===== src/common/imr_pkg.sv =====
// package: opcodes, widths and reset values for the decode/execute block
package imr_pkg;
  // ----------------------------------------
  // widths
  // ----------------------------------------
  localparam int INSTR_W   = 12;
  localparam int DATA_W    = 8;
  localparam int FADDR_W   = 5;
  localparam int PC_W      = 11;
  localparam int STACK_D   = 2;
  // ----------------------------------------
  // opcodes
  // ----------------------------------------
  localparam logic [11:0] OPC_IDLE       = 12'h000;
  localparam logic [11:0] OPC_CFG_LOAD   = 12'h002;
  localparam logic [11:0] OPC_STORE_MASK = 12'hfe0;
  localparam logic [11:0] OPC_STORE      = 12'h020;
  localparam logic [11:0] OPC_RETLIT_MSK = 12'hf00;
  localparam logic [11:0] OPC_RETLIT     = 12'h800;
  // ----------------------------------------
  // reset values
  // ----------------------------------------
  localparam logic [7:0]  ACC_RST        = 8'h00;
  localparam logic [7:0]  CFG_RST        = 8'hff;
  localparam logic [10:0] PC_RST         = 11'h7ff;
  localparam logic [11:0] INSTR_RST      = 12'h000;
endpackage


===== src/rtl/imr_decode_exec.sv =====
// decode and execute of store, idle, config-load and return-with-literal
// Function
// - store_accumulator_op writes acc to file reg 0..31 in one cycle.
// - the config-load opcode copies acc into timer config in one cycle.
// - return_with_literal_op loads its 8-bit literal into acc.
// - return_with_literal_op reloads pc from stack_top_entry and pops it unless call_push is high that cycle (push wins).
// - return_with_literal_op takes two cycles; the prefetch is dropped.
`timescale 1ns/1ps
module imr_decode_exec #(
  parameter int PC_W = imr_pkg::PC_W
) (
  input  wire logic                        clock,
  input  wire logic                        rst_n,
  input  wire logic [imr_pkg::INSTR_W-1:0] fetch_word,
  input  wire logic                        call_push,
  input  wire logic [PC_W-1:0]             call_addr,
  output logic      [PC_W-1:0]             prog_addr,
  output logic      [imr_pkg::DATA_W-1:0]  acc,
  output logic      [imr_pkg::DATA_W-1:0]  timer_cfg,
  output logic                             file_we,
  output logic      [imr_pkg::FADDR_W-1:0] file_addr,
  output logic      [imr_pkg::DATA_W-1:0]  file_wdata,
  output logic                             flush
);
  // ----------------------------------------
  // checks and types
  // ----------------------------------------
  if (PC_W < 1 || PC_W > 16) begin : g_bad_pc
    $error("PC_W out of range");
  end

  typedef enum logic [1:0] {
    ST_EXEC  = 2'b01,
    ST_FLUSH = 2'b10
  } imr_state_t;

  // ----------------------------------------
  // state
  // ----------------------------------------
  imr_state_t                        state_q, state_d;
  logic [imr_pkg::INSTR_W-1:0]       ir_q, ir_d;
  logic [PC_W-1:0]                   pc_q, pc_d;
  logic [imr_pkg::DATA_W-1:0]        acc_q, acc_d;
  logic [imr_pkg::DATA_W-1:0]        cfg_q, cfg_d;
  logic                              we_q, we_d;
  logic [imr_pkg::FADDR_W-1:0]       fa_q, fa_d;
  logic [imr_pkg::DATA_W-1:0]        fd_q, fd_d;
  logic                              flush_q, flush_d;
  logic                              pop;
  logic [PC_W-1:0]                   stack_top_entry;
  logic                              is_store, is_cfg, is_ret, is_idle;

  imr_ret_stack #(.PC_W(PC_W)) u_stack (
    .clock           (clock),
    .rst_n           (rst_n),
    .push            (call_push),
    .push_addr       (call_addr),
    .pop             (pop),
    .stack_top_entry (stack_top_entry)
  );

  // ----------------------------------------
  // decode
  // ----------------------------------------
  always_comb begin
    is_store = (ir_q & imr_pkg::OPC_STORE_MASK) == imr_pkg::OPC_STORE;
    is_cfg   = ir_q == imr_pkg::OPC_CFG_LOAD;
    is_idle  = ir_q == imr_pkg::OPC_IDLE;
    is_ret   = (ir_q & imr_pkg::OPC_RETLIT_MSK) == imr_pkg::OPC_RETLIT;
  end

  // ----------------------------------------
  // execute
  // ----------------------------------------
  always_comb begin
    state_d = state_q;
    ir_d    = fetch_word;
    pc_d    = pc_q + PC_W'(1);
    acc_d   = acc_q;
    cfg_d   = cfg_q;
    we_d    = 1'b0;
    fa_d    = fa_q;
    fd_d    = fd_q;
    flush_d = 1'b0;
    pop     = 1'b0;
    case (state_q)
      ST_EXEC: begin
        if (is_store) begin
          we_d = 1'b1;
          fa_d = ir_q[imr_pkg::FADDR_W-1:0];
          fd_d = acc_q;
        end else if (is_cfg) begin
          cfg_d = acc_q;
        end else if (is_ret) begin
          acc_d   = ir_q[imr_pkg::DATA_W-1:0];
          pc_d    = stack_top_entry;
          pop     = 1'b1;
          // prefetched word is stale; replace with idle
          ir_d    = imr_pkg::OPC_IDLE;
          flush_d = 1'b1;
          state_d = ST_FLUSH;
        end else if (is_idle) begin
          pc_d = pc_q + PC_W'(1);
        end
        // other opcodes belong to other decoders
      end
      ST_FLUSH: begin
        state_d = ST_EXEC;
      end
      default: begin
        state_d = ST_EXEC;
      end
    endcase
  end

  always_ff @(posedge clock or negedge rst_n) begin
    if (!rst_n) begin
      state_q <= ST_EXEC;
      ir_q    <= imr_pkg::INSTR_RST;
      pc_q    <= PC_W'(imr_pkg::PC_RST);
      acc_q   <= imr_pkg::ACC_RST;
      cfg_q   <= imr_pkg::CFG_RST;
      we_q    <= 1'b0;
      fa_q    <= '0;
      fd_q    <= '0;
      flush_q <= 1'b0;
    end else begin
      state_q <= state_d;
      ir_q    <= ir_d;
      pc_q    <= pc_d;
      acc_q   <= acc_d;
      cfg_q   <= cfg_d;
      we_q    <= we_d;
      fa_q    <= fa_d;
      fd_q    <= fd_d;
      flush_q <= flush_d;
    end
  end

  assign prog_addr  = pc_q;
  assign acc        = acc_q;
  assign timer_cfg  = cfg_q;
  assign file_we    = we_q;
  assign file_addr  = fa_q;
  assign file_wdata = fd_q;
  assign flush      = flush_q;

  // ----------------------------------------
  // checks
  // ----------------------------------------
  AST_STORE_WRITE: assert property (
    @(posedge clock) disable iff (!rst_n)
    state_q == ST_EXEC && is_store |=> file_we &&
      file_addr == $past(ir_q[imr_pkg::FADDR_W-1:0]) &&
      file_wdata == $past(acc_q) && acc == $past(acc_q))
    else $error("store did not write accumulator");
  AST_WE_ONLY_STORE: assert property (
    @(posedge clock) disable iff (!rst_n)
    !(state_q == ST_EXEC && is_store) |=> !file_we)
    else $error("write without store");

  AST_IDLE_QUIET: assert property (
    @(posedge clock) disable iff (!rst_n)
    state_q == ST_EXEC && is_idle |=> !file_we && !flush &&
      $stable(acc_q) && $stable(cfg_q) &&
      pc_q == $past(pc_q) + PC_W'(1))
    else $error("idle changed state");
  // idle with no outside push must leave the return stack alone
  AST_IDLE_STACK: assert property (
    @(posedge clock) disable iff (!rst_n)
    state_q == ST_EXEC && is_idle && !call_push |=> $stable(stack_top_entry))
    else $error("idle touched the stack");
  AST_PC_STEP: assert property (
    @(posedge clock) disable iff (!rst_n)
    !(state_q == ST_EXEC && is_ret) |=>
      prog_addr == $past(pc_q) + PC_W'(1))
    else $error("pc did not step by one");

  AST_CFG_LOAD: assert property (
    @(posedge clock) disable iff (!rst_n)
    state_q == ST_EXEC && is_cfg |=> timer_cfg == $past(acc_q) && !file_we)
    else $error("config not loaded");
  AST_CFG_HOLD: assert property (
    @(posedge clock) disable iff (!rst_n)
    !(state_q == ST_EXEC && is_cfg) |=> timer_cfg == $past(cfg_q))
    else $error("config changed without load");

  AST_RET_ACC: assert property (
    @(posedge clock) disable iff (!rst_n)
    state_q == ST_EXEC && is_ret |=>
      acc == $past(ir_q[imr_pkg::DATA_W-1:0]))
    else $error("literal not in accumulator");
  // only a return may touch the accumulator in this block
  AST_ACC_HOLD: assert property (
    @(posedge clock) disable iff (!rst_n)
    !(state_q == ST_EXEC && is_ret) |=> acc == $past(acc_q))
    else $error("accumulator changed without return");

  AST_RET_PC: assert property (
    @(posedge clock) disable iff (!rst_n)
    state_q == ST_EXEC && is_ret |=> prog_addr == $past(stack_top_entry))
    else $error("pc not from stack top");
  AST_POP_ONLY_RET: assert property (
    @(posedge clock) disable iff (!rst_n)
    pop |-> state_q == ST_EXEC && is_ret)
    else $error("stack popped without return");

  // the slot after a return holds the idle word, never the prefetch
  AST_RET_TWO: assert property (
    @(posedge clock) disable iff (!rst_n)
    state_q == ST_EXEC && is_ret |=> flush && state_q == ST_FLUSH &&
      is_idle ##1 state_q == ST_EXEC && !flush)
    else $error("return not two cycles");
  AST_FLUSH_SRC: assert property (
    @(posedge clock) disable iff (!rst_n)
    flush |-> $past(state_q) == ST_EXEC && $past(is_ret))
    else $error("flush without return");
  AST_NO_WE_FLUSH: assert property (
    @(posedge clock) disable iff (!rst_n)
    state_q == ST_FLUSH |=> !file_we)
    else $error("write during flushed cycle");
  AST_STATE_ONEHOT: assert property (
    @(posedge clock) disable iff (!rst_n)
    $onehot(state_q))
    else $error("state not one-hot");
endmodule


===== src/rtl/imr_ret_stack.sv =====
// two-entry hardware return stack with push and pop
`timescale 1ns/1ps
module imr_ret_stack #(
  parameter int PC_W = 11
) (
  input  wire logic            clock,
  input  wire logic            rst_n,
  input  wire logic            push,
  input  wire logic [PC_W-1:0] push_addr,
  input  wire logic            pop,
  output logic      [PC_W-1:0] stack_top_entry
);
  logic [PC_W-1:0] top_q, top_d;
  logic [PC_W-1:0] low_q, low_d;

  always_comb begin
    top_d = top_q;
    low_d = low_q;
    if (push) begin
      low_d = top_q;
      top_d = push_addr;
    end else if (pop) begin
      // pop copies the lower entry up; lower keeps its value
      top_d = low_q;
    end
  end

  always_ff @(posedge clock or negedge rst_n) begin
    if (!rst_n) begin
      top_q <= '0;
      low_q <= '0;
    end else begin
      top_q <= top_d;
      low_q <= low_d;
    end
  end

  assign stack_top_entry = top_q;
endmodule


===== config.mk =====
export PLATFORM = sky130hd
export DESIGN_NAME = imr_decode_exec
export DESIGN_NICKNAME = d
export VERILOG_FILES = /design/src/common/imr_pkg.sv /design/src/rtl/imr_decode_exec.sv /design/src/rtl/imr_ret_stack.sv
export SDC_FILE = /design/constraint.sdc
export NUM_CORES = 1
export LEC_CHECK = 0
export ABC_AREA = 1
export BUFFER_PORTS_ARGS = -buffer_cell sky130_fd_sc_hd__buf_4
export CAP_MARGIN = 20
export CORE_UTILIZATION = 55
export CTS_BUF_LIST = sky130_fd_sc_hd__clkbuf_4
export DETAILED_ROUTE_END_ITERATION = 12
export HOLD_SLACK_MARGIN = 0.08
export PLACE_DENSITY = 0.84
export SLEW_MARGIN = 25
export SYNTH_ARGS = -nofsm -noshare
export SYNTH_HDL_FRONTEND = slang
export SYNTH_HIERARCHICAL = 1
export SYNTH_SLANG_ARGS = --single-unit

===== constraint.sdc =====
create_clock -name clock -period 1.7 [get_ports clock]
set_input_delay 0.17 -clock clock [delete_from_list [all_inputs] [get_ports clock]]
set_output_delay 0.17 -clock clock [all_outputs]
set_load 0.005 [all_outputs]

==> impl_metrics.tcl <==
set metrics [dict create \
    status "complete, no violations" \
    synth-seq-cells 78 \
    insertion_delay_ns 0.41 \
    arrival_ns 1.91 \
    synth_area_leaders "dfrtp_1, dfstp_2, nand2_1" \
    grt.overflow.total 0 \
    synth.distinct_cells 25 \
    path_cells "inv_1 > nor2_4 > nand4_4 > inv_2 > buf_12 > nand3_1 > nand3_1" \
    power_density_mw_per_mm2 1130 \
    crit_required_ns 2.04 \
    fp.dieH_um 79.1 \
    reg2reg_setup_slack_ns 0.14 \
    synth_largest_area_cell "dfrtp_1" \
    start_util_pct 58.3 \
    slew_violations 0 \
    final_nets 481 \
    crit_path_frequent_cell "nand3_1" \
    grt.total_usage_pct 25.2 \
    cts.sinks 78 \
    synth.cell_area_sq_mm 0.00327 \
    synth_top_family_by_area "simple AND/OR/NAND/NOR gates" \
    drive_gt1_share_pct 28.3 \
    io_pins 68 \
    met3WireLength_um 310 \
    cts.reportedPaths.clkPinSlew_ns 0.12 \
    period_minus_slack_ns 1.56 \
    yosys.area.top_type_share_pct 44.4 \
    timing.fmax_mhz 640 \
    synthFlopType "dfrtp_1" \
    cpPeakStageDelay_ns 0.53 \
    tightestPinTransition_ns 0.460 \
    syn_inst 359 \
    drc_errors 0 \
    async_reset_ff_share_pct 100 \
    grt_max_degree 40 \
    yosys-mux-area-fraction_pct 0 \
    netlist_top_cells_count "nand2_1, dfrtp_1, inv_1" \
    stdcell_area_sq_mm 0.00426 \
    wl_per_cell_um 13.3 \
    power_mw 4.81 \
    crit_slowest_cell "dfstp_2" \
    cap_violations 0 \
    finalWeightedCongestion 0.879 \
    place_area_sq_mm 0.00385 \
    critPathKind "flop to flop" \
    yosysMostFrequentCell "nand2_1" \
    grt_first_pass_wirelength_um 11800 \
    cts_max_path_buffers 2 \
    yosys.area_share.adder_pct 0.382 \
    drt_wl_total_um 7040 \
    synth_edf_count 0 \
    slew_headroom_pct 69.3 \
    avgSynthCellArea_sq_um 9.11 \
    fin_tns_setup_ns 0 \
    die_x_um 79.1 \
    syn-num-nets 386 \
    cts_setup_buffers 0 \
    yosys.area_share.simple_pct 26.0 \
    min_path_type "primary input to async pin" \
    ctsRootBufferMaster "clkbuf_4" \
    hold_viol_final 0 \
    power_leakage_nw 2.17 \
    yosysWarnings 6 \
    vias 2648 \
    critPathLaunchType "flop" \
    htreeDepth 3 \
    antenna_found_initial 0 \
    rsz0062_at_grt "false" \
    cts_buffers 9 \
    num_rows 27 \
    dr.pass1.iters 4 \
    vias_per_cell 4.99 \
    met2_length_um 3570 \
    antenna_cells 0 \
    cts_tree "built" \
    synth_compound_area_share_pct 5.74 \
    routed.top_layer "met4" \
    io_buffers 67 \
    grt_pass1_vias 2578 \
    dp_hpwl_um 4710 \
    ys_seq_area_share_pct 60.4 \
    endpoint_kind "flop" \
    vdd_drop_max_v 0.000710 \
    fin_crit_sh_pct 91.9 \
    cp_max_fo 39 \
    synthXorXnorAreaFrac_pct 1.07 \
    core_sq_mm 0.00561 \
    area_growth_pct 30.3 \
    ant_nets 0 \
    drtIter0Drc 196 \
    skew_ns 0.0138 \
    dieArea_sq_mm 0.00626 \
    wirelength_met1_um 3090 \
    setup_violations 0 \
]
==> area by class of cell <==
| class | count | area [sq um] |
|---|---|---|
| clock inverter | 6 | 85.1 |
| clock buffer | 10 | 75.1 |
| tap | 72 | 90.1 |
| sequential | 78 | 1980 |
| multi-input combinational | 235 | 1090 |
| fill | 394 | 1350 |
| timing repair buffer | 98 | 823 |
| inverter | 32 | 120 |
==> power by group <==
group,switching [mW],total (mW),internal [mW]
combinational,0.503,1.06,0.554
clock,0.609,1.22,0.611
sequential,0.291,2.53,2.24
==> kinds of logic (layout without fill, tap and decap cells) <==
family / count (synthesis) / in the layout
and+or+nand+nor: 199 / 199
DFF: 78 / 78
buffers and inverters: 46 / 146
AOI/OAI and AO/OA: 31 / 31
xor gates and xnor gates: 4 / 4
adders and majority gates: 1 / 1
==> worst max-delay path: cells and delay by family (launching register included) <==
| kind | cells | cell delay (ns) |
|---|---|---|
| and+or+nand+nor | 4 | 0.48 |
| buffers and inverters | 3 | 0.49 |
| DFF | 1 | 0.53 |
==> through the flow <==
step / hold WS, ns / util, % / worst slack (ns) / std cells
after global routing: 0.218 / 76.0 / 0.0199 / 531
after global placement: 0.116 / 68.6 / 0.171 / 490
final: 0.214 / 76.0 / 0.138 / 531
after detailed placement: 0.115 / 68.6 / 0.135 / 490
after floorplan: -0.126 / - / 0.149 / 359
after CTS: 0.183 / 75.9 / 0.114 / 531
==> placed cells by master (no fill, tap or decap), types with 10 or more instances in the layout <==
master	n
nand3_1	29
dfstp_2	20
o21ai_0	12
inv_1	30
nand2_1	135
buf_4	71
clkbuf_4	10
nor2_1	21
dfrtp_1	58
dlygate4sd3_1	25
==> flip-flops by register name, summed over array words and instances (netlist names) <==
register                 flops
flush                        1
u_stack/stack_top_entry     11
timer_cfg                    8
acc                          8
file_addr                    5
prog_addr                   11
ir_q                        12
u_stack/low_q               11
state_q                      2
file_wdata                   8
file_we                      1
==> layer usage <==
layer	track usage, %	vias up
li1	-	1308
met1	31.4	1251
met2	42.4	83
met3	5.29	6
met4	10.5	0
met5	0	-
==> path summary, 6_finish.rpt <==
| check | start | end | cells past startpoint |
|---|---|---|---|
| hold reg to reg | timer_cfg[1] | timer_cfg[1] | 2 |
| hold / removal | rst_n | u_stack/low_q[10] | 2 |
| setup reg to reg | state_q[0] | u_stack/stack_top_entry[4] | 7 |
| setup / recovery | state_q[0] | u_stack/stack_top_entry[4] | 7 |
| min in group clock | timer_cfg[1] | timer_cfg[1] | 2 |
| max in group asynchronous | rst_n | prog_addr[7] | 3 |
==> what timing repair did <==
action                                  CTS  global route
endpoints found under the setup margin    0            13
hold buffers                             25             0
resized for setup                         0             2
hold endpoints to repair                 91             0
Power figures use the tool's default switching activity.
